## config.mk

```make
export PLATFORM = sky130hd
export DESIGN_NAME = hub_identity_power_config_regs
export DESIGN_NICKNAME = d
export VERILOG_FILES = /design/src/logic/hub_cfg_pkg.sv /design/src/logic/hub_identity_power_config_regs.sv
export SDC_FILE = /design/constraint.sdc
export NUM_CORES = 1
export LEC_CHECK = 0
export BUFFER_PORTS_ARGS = -buffer_cell sky130_fd_sc_hd__buf_2
export CAP_MARGIN = 20
export CELL_PAD_IN_SITES_DETAIL_PLACEMENT = 0
export CELL_PAD_IN_SITES_GLOBAL_PLACEMENT = 2
export CORE_UTILIZATION = 28
export CTS_CLUSTER_SIZE = 12
export DETAILED_ROUTE_END_ITERATION = 16
export HOLD_SLACK_MARGIN = 0.02
export PLACE_DENSITY_LB_ADDON = 0.1
export SYNTH_ARGS = -nofsm -noshare
export SYNTH_HDL_FRONTEND = slang
export SYNTH_SLANG_ARGS = --single-unit
```

## constraint.sdc

```tcl
create_clock -name sys_clk -period 1.2 [get_ports sys_clk]
set_input_delay 0.12 -clock sys_clk [delete_from_list [all_inputs] [get_ports sys_clk]]
set_output_delay 0.12 -clock sys_clk [all_outputs]
set_load 0.1 [all_outputs]
```

## src/logic/hub_cfg_pkg.sv

```systemverilog
// hub_cfg_pkg: offsets, field positions and reset values of the hub identity/power config slice
// assumes a single sys_clk domain and a byte-wide register port driven by the eeprom/smbus loader
// Function
// - product id is 16 bits, low byte at 02h, high byte at 03h
// - release number is 16 bits bcd, low byte at 04h, high byte at 05h
// - registers load from serial eeprom or smbus slave writes
// - config byte 1 bit 7: 0 bus powered, 1 self powered
// - with dynamic power on, power state follows local supply pin, bit ignored
// - product id high byte forms upper half of reported product id
// - dynamic power enable lets hub switch power source automatically
package hub_cfg_pkg;
  // ********************************
  // register offsets
  // ********************************
  localparam logic [7:0] OFS_PRODUCT_ID_LOW = 8'h02;
  localparam logic [7:0] OFS_PRODUCT_ID_HIGH = 8'h03;
  localparam logic [7:0] OFS_RELEASE_LOW = 8'h04;
  localparam logic [7:0] OFS_RELEASE_HIGH = 8'h05;
  localparam logic [7:0] OFS_HUB_CONFIG_FIRST = 8'h06;
  // ********************************
  // fields and reset values
  // ********************************
  localparam int POWER_SOURCE_SELECT_BIT = 7;
  localparam int RESERVED_BIT = 6;
  localparam logic [7:0] CONFIG_WRITE_MASK = 8'hBF;
  localparam logic [7:0] RESET_PRODUCT_ID_LOW = 8'h00;
  localparam logic [7:0] RESET_PRODUCT_ID_HIGH = 8'h00;
  localparam logic [7:0] RESET_RELEASE_LOW = 8'h00;
  localparam logic [7:0] RESET_RELEASE_HIGH = 8'h00;
  localparam logic [7:0] RESET_HUB_CONFIG_FIRST = 8'h00;
  localparam logic [7:0] RESET_READ_DATA = 8'h00;
endpackage

```

## src/logic/hub_identity_power_config_regs.sv

```systemverilog
// hub_identity_power_config_regs: product id, release number and config byte 1 with power selection
// assumes the loader (eeprom reader or smbus slave) gives one-cycle byte strobes on sys_clk
`timescale 1ns/1ps
module hub_identity_power_config_regs (
  // clock and reset
  input wire logic sys_clk,
  input wire logic rst,
  // byte register port from the loader
  input wire logic reg_wr,
  input wire logic [7:0] reg_addr,
  input wire logic [7:0] reg_wdata,
  output logic [7:0] reg_rdata,
  output logic reg_hit,
  // power control
  input wire logic dynamic_power_enable,
  input wire logic local_supply_present_pin,
  // reported values
  output logic [15:0] product_id,
  output logic [15:0] release_number,
  output logic self_powered
);
  import hub_cfg_pkg::*;

  logic [7:0] product_id_low_reg;
  logic [7:0] product_id_high_reg;
  logic [7:0] release_number_low_reg;
  logic [7:0] release_number_high_reg;
  logic [7:0] hub_config_first_reg;
  logic [7:0] hub_config_first_next;
  logic local_sync1_reg;
  logic local_sync2_reg;
  logic self_powered_reg;
  logic self_powered_next;
  logic [7:0] reg_rdata_reg;
  logic [7:0] reg_rdata_next;

  // ********************************
  // address decode
  // ********************************
  wire sel_pid_low = (reg_addr == OFS_PRODUCT_ID_LOW);
  wire sel_pid_high = (reg_addr == OFS_PRODUCT_ID_HIGH);
  wire sel_rel_low = (reg_addr == OFS_RELEASE_LOW);
  wire sel_rel_high = (reg_addr == OFS_RELEASE_HIGH);
  wire sel_cfg = (reg_addr == OFS_HUB_CONFIG_FIRST);
  assign reg_hit = sel_pid_low | sel_pid_high | sel_rel_low | sel_rel_high | sel_cfg;

  // ********************************
  // write strobes
  // ********************************
  // one strobe per register; an unmapped offset raises none, so its write is dropped
  wire wr_pid_low = reg_wr & sel_pid_low;
  wire wr_pid_high = reg_wr & sel_pid_high;
  wire wr_rel_low = reg_wr & sel_rel_low;
  wire wr_rel_high = reg_wr & sel_rel_high;
  wire wr_cfg = reg_wr & sel_cfg;

  // reserved bit masked
  // masking on the way in keeps bit 6 zero for read-back and any later decode
  assign hub_config_first_next = reg_wdata & CONFIG_WRITE_MASK;

  // ********************************
  // identity registers
  // ********************************
  // product id low
  always_ff @(posedge sys_clk) begin
    if (rst) begin
      product_id_low_reg <= RESET_PRODUCT_ID_LOW;
    end else if (wr_pid_low) begin
      product_id_low_reg <= reg_wdata;
    end
  end

  always_ff @(posedge sys_clk) begin
    if (rst) begin
      product_id_high_reg <= RESET_PRODUCT_ID_HIGH;
    end else if (wr_pid_high) begin
      product_id_high_reg <= reg_wdata;
    end
  end

  // release low byte
  // bcd digits are stored as given; the loader owns the encoding
  always_ff @(posedge sys_clk) begin
    if (rst) begin
      release_number_low_reg <= RESET_RELEASE_LOW;
    end else if (wr_rel_low) begin
      release_number_low_reg <= reg_wdata;
    end
  end

  always_ff @(posedge sys_clk) begin
    if (rst) begin
      release_number_high_reg <= RESET_RELEASE_HIGH;
    end else if (wr_rel_high) begin
      release_number_high_reg <= reg_wdata;
    end
  end

  // ********************************
  // configuration byte 1
  // ********************************
  // config byte store
  always_ff @(posedge sys_clk) begin
    if (rst) begin
      hub_config_first_reg <= RESET_HUB_CONFIG_FIRST;
    end else if (wr_cfg) begin
      hub_config_first_reg <= hub_config_first_next;
    end
  end

  // ********************************
  // read path
  // ********************************
  // read select, unmapped offsets read zero
  assign reg_rdata_next = sel_pid_low ? product_id_low_reg :
                          sel_pid_high ? product_id_high_reg :
                          sel_rel_low ? release_number_low_reg :
                          sel_rel_high ? release_number_high_reg :
                          sel_cfg ? hub_config_first_reg : 8'h00;

  // read data from a flop; costs one cycle of latency, keeps the port glitch free
  always_ff @(posedge sys_clk) begin
    if (rst) begin
      reg_rdata_reg <= RESET_READ_DATA;
    end else begin
      reg_rdata_reg <= reg_rdata_next;
    end
  end
  assign reg_rdata = reg_rdata_reg;

  assign product_id = {product_id_high_reg, product_id_low_reg};
  assign release_number = {release_number_high_reg, release_number_low_reg};

  // ********************************
  // power source selection
  // ********************************
  // pin is asynchronous; two flops before anything reads it
  // only the second flop is read, so a metastable first stage never reaches logic
  always_ff @(posedge sys_clk) begin
    if (rst) begin
      local_sync1_reg <= 1'b0;
      local_sync2_reg <= 1'b0;
    end else begin
      local_sync1_reg <= local_supply_present_pin;
      local_sync2_reg <= local_sync1_reg;
    end
  end

  always_ff @(posedge sys_clk) begin
    if (rst) begin
      self_powered_reg <= 1'b0;
    end else begin
      self_powered_reg <= self_powered_next;
    end
  end

  wire power_source_select = hub_config_first_reg[POWER_SOURCE_SELECT_BIT];
  assign self_powered_next = dynamic_power_enable ? local_sync2_reg : power_source_select;
  assign self_powered = self_powered_reg;

  // ********************************
  // assertions
  // ********************************
  // reserved bit zero
  a_reserved_reads_zero: assert property (@(posedge sys_clk) disable iff (rst)
    hub_config_first_reg[RESERVED_BIT] == 1'b0) else $error("reserved bit set");

  a_reserved_read_back: assert property (@(posedge sys_clk) disable iff (rst)
    sel_cfg |=> reg_rdata[RESERVED_BIT] == 1'b0) else $error("reserved bit read back set");

  a_pid_low_write: assert property (@(posedge sys_clk) disable iff (rst)
    reg_wr && sel_pid_low |=> product_id[7:0] == $past(reg_wdata)) else $error("pid low not stored");

  a_pid_high_write: assert property (@(posedge sys_clk) disable iff (rst)
    reg_wr && sel_pid_high |=> product_id[15:8] == $past(reg_wdata)) else $error("pid high not stored");

  a_pid_read_back: assert property (@(posedge sys_clk) disable iff (rst)
    sel_pid_high && !reg_wr |=> reg_rdata == product_id[15:8]) else $error("pid high read back wrong");

  a_rel_low_write: assert property (@(posedge sys_clk) disable iff (rst)
    reg_wr && sel_rel_low |=> release_number[7:0] == $past(reg_wdata)) else $error("release low wrong");

  a_rel_high_write: assert property (@(posedge sys_clk) disable iff (rst)
    reg_wr && sel_rel_high |=> release_number[15:8] == $past(reg_wdata)) else $error("release high wrong");

  a_cfg_loaded: assert property (@(posedge sys_clk) disable iff (rst)
    reg_wr && sel_cfg |=> hub_config_first_reg == ($past(reg_wdata) & CONFIG_WRITE_MASK))
    else $error("config not loaded");

  a_unmapped_write_ignored: assert property (@(posedge sys_clk) disable iff (rst)
    reg_wr && !reg_hit |=> $stable(product_id) && $stable(release_number) && $stable(hub_config_first_reg))
    else $error("unmapped write changed a register");

  a_static_power: assert property (@(posedge sys_clk) disable iff (rst)
    !dynamic_power_enable && !reg_wr |=> self_powered == $past(power_source_select))
    else $error("static power mode wrong");

  // pin selects self; pin to state takes three edges
  a_dynamic_power: assert property (@(posedge sys_clk) disable iff (rst)
    (dynamic_power_enable && local_supply_present_pin) [*3] |=> self_powered) else $error("dynamic self lost");

  a_dynamic_bus: assert property (@(posedge sys_clk) disable iff (rst)
    (dynamic_power_enable && !local_supply_present_pin) [*3] |=> !self_powered) else $error("dynamic bus lost");

  // main scenarios
  c_dynamic_switch: cover property (@(posedge sys_clk) disable iff (rst)
    dynamic_power_enable && $rose(self_powered));
  c_dynamic_drop: cover property (@(posedge sys_clk) disable iff (rst)
    dynamic_power_enable && $fell(self_powered));
  c_cfg_write: cover property (@(posedge sys_clk) disable iff (rst) reg_wr && sel_cfg);
  c_pid_both: cover property (@(posedge sys_clk) disable iff (rst)
    reg_wr && sel_pid_low ##1 reg_wr && sel_pid_high);
  c_unmapped_write: cover property (@(posedge sys_clk) disable iff (rst) reg_wr && !reg_hit);
endmodule // hub_identity_power_config_regs

```

# Word-level counts from Yosys, hierarchy flattened
# Cells that the tools add are included.
# totals
wordCells,29
output_inout_bits,42
input_bits,21
reg_bits,50
# op_classes
n_bitwise,9
n_mux,6
eq_ne,5
# op_table
op,n
8-bit 2-to-1 mux,5
8-bit by 3-bit equality test with 1-bit output (second input constant),3
8-bit by 2-bit equality test with 1-bit output (second input constant),2
1-bit AND,5
1-bit OR,4
1-bit 2-to-1 mux,1

# Logic depth before layout (Yosys ltp)
# logic_depth
ltp_word,6
mapped_depth,6
ltp_nobuf,4

# Least setup slack after synthesis
# Ideal clock, no wire load.
# synth_timing
path_kind,input to output
from,input port reg_addr[1]
to,output port reg_hit
n_path_buf,2
t_required_ns,1.080
path_slack_ns,-0.871
t_arrival_ns,1.951
cell_stages,4
path_cell_list,buf_2 -> buf_1 -> o21ai_0 -> nor2_1
# synth_between
elab_chain_cells,5
elab_cells_between_ends,9
classes_between,5 x eq/ne; 4 x bitwise
# synth_rtl
element,line,text
start: declaration,hub_identity_power_config_regs.sv:10,"input wire logic [7:0] reg_addr,"
8-bit by 2-bit equality test with 1-bit output (on tied branches),"hub_identity_power_config_regs.sv:40, hub_identity_power_config_regs.sv:41",
1-bit OR (3 in series),hub_identity_power_config_regs.sv:45,assign reg_hit = sel_pid_low | sel_pid_high | sel_rel_low | sel_rel_high | sel_cfg;
1-bit OR (*),hub_identity_power_config_regs.sv:45,
end: declaration,hub_identity_power_config_regs.sv:13,"output logic reg_hit,"
# Mark *: on every way between the ends. The rest lies on a longest branch, timed or not.

# Final worst setup path
# layout_timing
from,register reg_rdata_reg[6] (netlist: reg_rdata[6])
to,output port reg_rdata[6]
# layout_lines
element,line,text
start: declaration,hub_identity_power_config_regs.sv:34,logic [7:0] reg_rdata_reg;
start signal: assignment,hub_identity_power_config_regs.sv:126,reg_rdata_reg <= reg_rdata_next;
end: declaration,hub_identity_power_config_regs.sv:12,"output logic [7:0] reg_rdata,"
# No word-level cell between the ends.

==> out/results.tsv <==
stage	metric	value	unit
status	status	finished clean	
detailed_routing	Pre-antenna DRT Iters	4	
worst_hold_path	Hold Crit Class	input pin to flop	
setup_path	Critical Path Max Stage Delay	0.41	ns
logic_synthesis	synth top area cells	dfxtp_1 46%, mux2i_1 20%, nor2_1 7.5%, mux2_2 3.7%, a21oi_1 3.5%	
logic_synthesis	Synth Flop Type	dfxtp_1	
sta	FMAX	872	MHz
logic_synthesis	most frequent cells after synthesis	50 x dfxtp_1, 43 x nor2_1, 42 x mux2i_1, 15 x a21oi_1, 10 x nor2b_1	
sta	hold_ws	0.0689	ns
flow_run	Max Cap Viol	0	
clocking	Clock Latency Late Sink	0.31	ns
detailed_routing	Wirelength per Cell	14.9	um
sta	final hold violation count	0	
power	Power Dens Cells	970	nW/um^2
setup_path	Stages on worst setup path	1	
power	highest ir drop seen on vdd	0.465	mV
setup_path	CP top delay family	buffers and inverters	
sta	min Tclk post-route	1.15	ns
power	leak pwr	0.00157	uW
finish	fraction of layout cells with a size suffix above 1	46.3	%
worst_hold_path	worst hold path cell count	3	
finish	Post-Route Utilization	44.4	%
detailed_routing	Via density	4.47	
logic_synthesis	post-synthesis cell count	220	
grt	vias in the first global route	1721	
logic_synthesis	syn_nets	241	
sta	period utilization	95.6	%
setup_path	worst-path cell chain	buf_2	
sta	skew final	0.00899	ns
setup_path	Critical Path Start Type	flop	
grt	GR Util All Layers	15.1	%
finish	antenna cell count	0	
die	Die Width	89.7	um
clocking	CTS tree	built	
sta	Slew Viols, Final	0	
placement	Placer Congestion	0.717	
sta	Setup Total Neg Slack	0	ns
die	FP Rows	31	
placement	IO buf count	62	
setup_path	internal reg-to-reg setup slack	0.31	ns
grt	initial antenna violation count	0	
die	Core ar.	7330	um^2
grt	global route overflow	0	
placement	pre-CTS WS	-0.167	ns
clocking	clock slew at reported path FFs	0.11	ns
detailed_routing	Iteration-0 DRC Markers	39	
clocking	cts bufs inserted	5	
sta	Setup Viol. Count Final	0	
logic_synthesis	Syn Area/Cell	9.80	um^2
worst_hold_path	Hold EP	self_powered	
die	DIE AREA	8050	um^2
sta	Setup WS post-layout	0.0527	ns
setup_path	RR Startpoint	release_number_high_reg[6]	
logic_synthesis	top cell type's share of synthesized area	46.4	%
logic_synthesis	sequential-to-total area share from yosys stat	46.4	%
detailed_routing	Post-route DRC	0	
logic_synthesis	Post-synth ARST share	0	%
setup_path	CP max stage cell	buf_2	
die	I/O Pins	63	
finish	fin nets	318	
logic_synthesis	post-synthesis sequential element count	50	
setup_path	Worst EP required	1.08	ns
setup_path	Reg2Reg Depth	4	
sta	Slew @ Worst Pin	0.483	ns
setup_path	crit-path max FO	1	
detailed_routing	Vias	1776	
setup_path	crit end category	output port	
logic_synthesis	most frequent cell after synthesis	dfxtp_1	
sta	Max-Slew Margin vs Limit	68.0	%
detailed_routing	final WL	5.90	mm
logic_synthesis	Synth Cell Area	2160	um^2
setup_path	worst path bufs/invs	1	
grt	largest net degree at the start of global routing	34	
finish	Area Overhead vs Synth	51.0	%
power	overall power	3160	uW
die	Die Y-Extent	89.7	um
finish	Fillers	732	
sta	RSZ-0062 raised after global routing	false	
logic_synthesis	Unique masters post-synth	27	
detailed_routing	Final ANT Viol Nets	0	
placement	HPWL after DPL	4.04	mm
clocking	Clock Root Buffer	clkbuf_8	
clocking	H-tree levels	2	
setup_path	Critical Path AT	1.03	ns
clocking	Clock Sinks	50	
setup_path	Crit Path Category	flop to output port	
setup_path	reg-to-reg endpoint	reg_rdata[6]	
grt	first-pass GRT wire length	9.50	mm
logic_synthesis	Ys Warns	0	
worst_hold_path	HP Start	dynamic_power_enable	
logic_synthesis	number of flops mapped to enable cells by yosys	0	
clocking	Clock Path Buffers	2	
logic_synthesis	Yosys top cell by area	dfxtp_1	
die	initial core utilization	29.4	%
==> layout make-up <==
class	instances	area, um^2	area share (%)
multi-input combinational	149	1060	32.6
sequential	50	1050	32.1
timing repair buffer	84	881	27.1
tap	99	124	3.80
clock buffer	5	68.8	2.11
clock inverter	3	48.8	1.50
inverter	7	26.3	0.807
==> how the worst max path moves through the flow <==
stage	startpoint	end
finish	reg_rdata[6]	reg_rdata[6]
global route	reg_rdata[6]	reg_rdata[6]
CTS	reg_rdata[2]	reg_rdata[2]
detailed placement	reg_addr[5]	reg_rdata[3]
global placement	reg_addr[5]	reg_rdata[2]
floorplan	reg_addr[1]	reg_hit
==> cell families after synthesis <==
logic type | share of synthesized area, %
AOI/OAI and AO/OA | 6.56
and+or+nand+nor | 19.2
muxes | 23.2
buffers and inverters | 4.70
DFF | 46.4
==> through the flow <==
| step | std cells | area (um^2) |
|---|---|---|
| 6_report | 397 | 3260 |
| 5_1_grt | 397 | 3260 |
| 4_1_cts | 397 | 3240 |
| 3_5_place_dp | 388 | 3080 |
| 3_3_place_gp | 388 | 3080 |
| 2_1_floorplan | 220 | 2210 |
==> routing by layer <==
| metal | part of all wire, % | global-route usage [%] |
|---|---|---|
| met5 | 0 | 0 |
| met4 | 1.1 | 4.10 |
| met3 | 3.7 | 3.21 |
| met2 | 43 | 22.5 |
| met1 | 52 | 21.9 |
==> cells in the final DEF, fill, tap and decap left out <==
cell,count
dfxtp_4,2
nand4b_1,2
buf_12,24
inv_1,7
nor3b_1,2
clkinvlp_4,1
buf_4,33
nor2b_1,10
o21ai_0,1
nor2_4,1
clkbuf_8,5
inv_8,1
nor3b_4,1
clkbuf_4,5
nor3_4,1
buf_2,21
dlygate4sd3_1,1
nand3_2,2
dfxtp_2,30
and2_2,1
o221ai_1,7
nand3_1,2
and2_0,1
nor4b_4,1
nor3_1,1
nand4_2,1
mux2i_1,42
nand2_1,8
a21oi_1,15
mux2_2,7
bufinv_16,1
nor2_1,42
and2_1,1
dfxtp_1,18
==> what timing repair did <==
item | CTS | global route
hold endpoints to repair | 1 | 0
hold buffers | 1 | 0
setup endpoints to repair | 16 | 5
cloned | 0 | 0
resized for setup | 16 | 5
buffers inserted | 0 | 0
==> power breakdown <==
part | leakage, uW | switching [uW] | internal (uW)
sequential | 0.000420 | 2.52 | 1660
clock | 0.0000563 | 626 | 636
combinational | 0.00110 | 142 | 92.5
(Power assumes the default switching activity.)
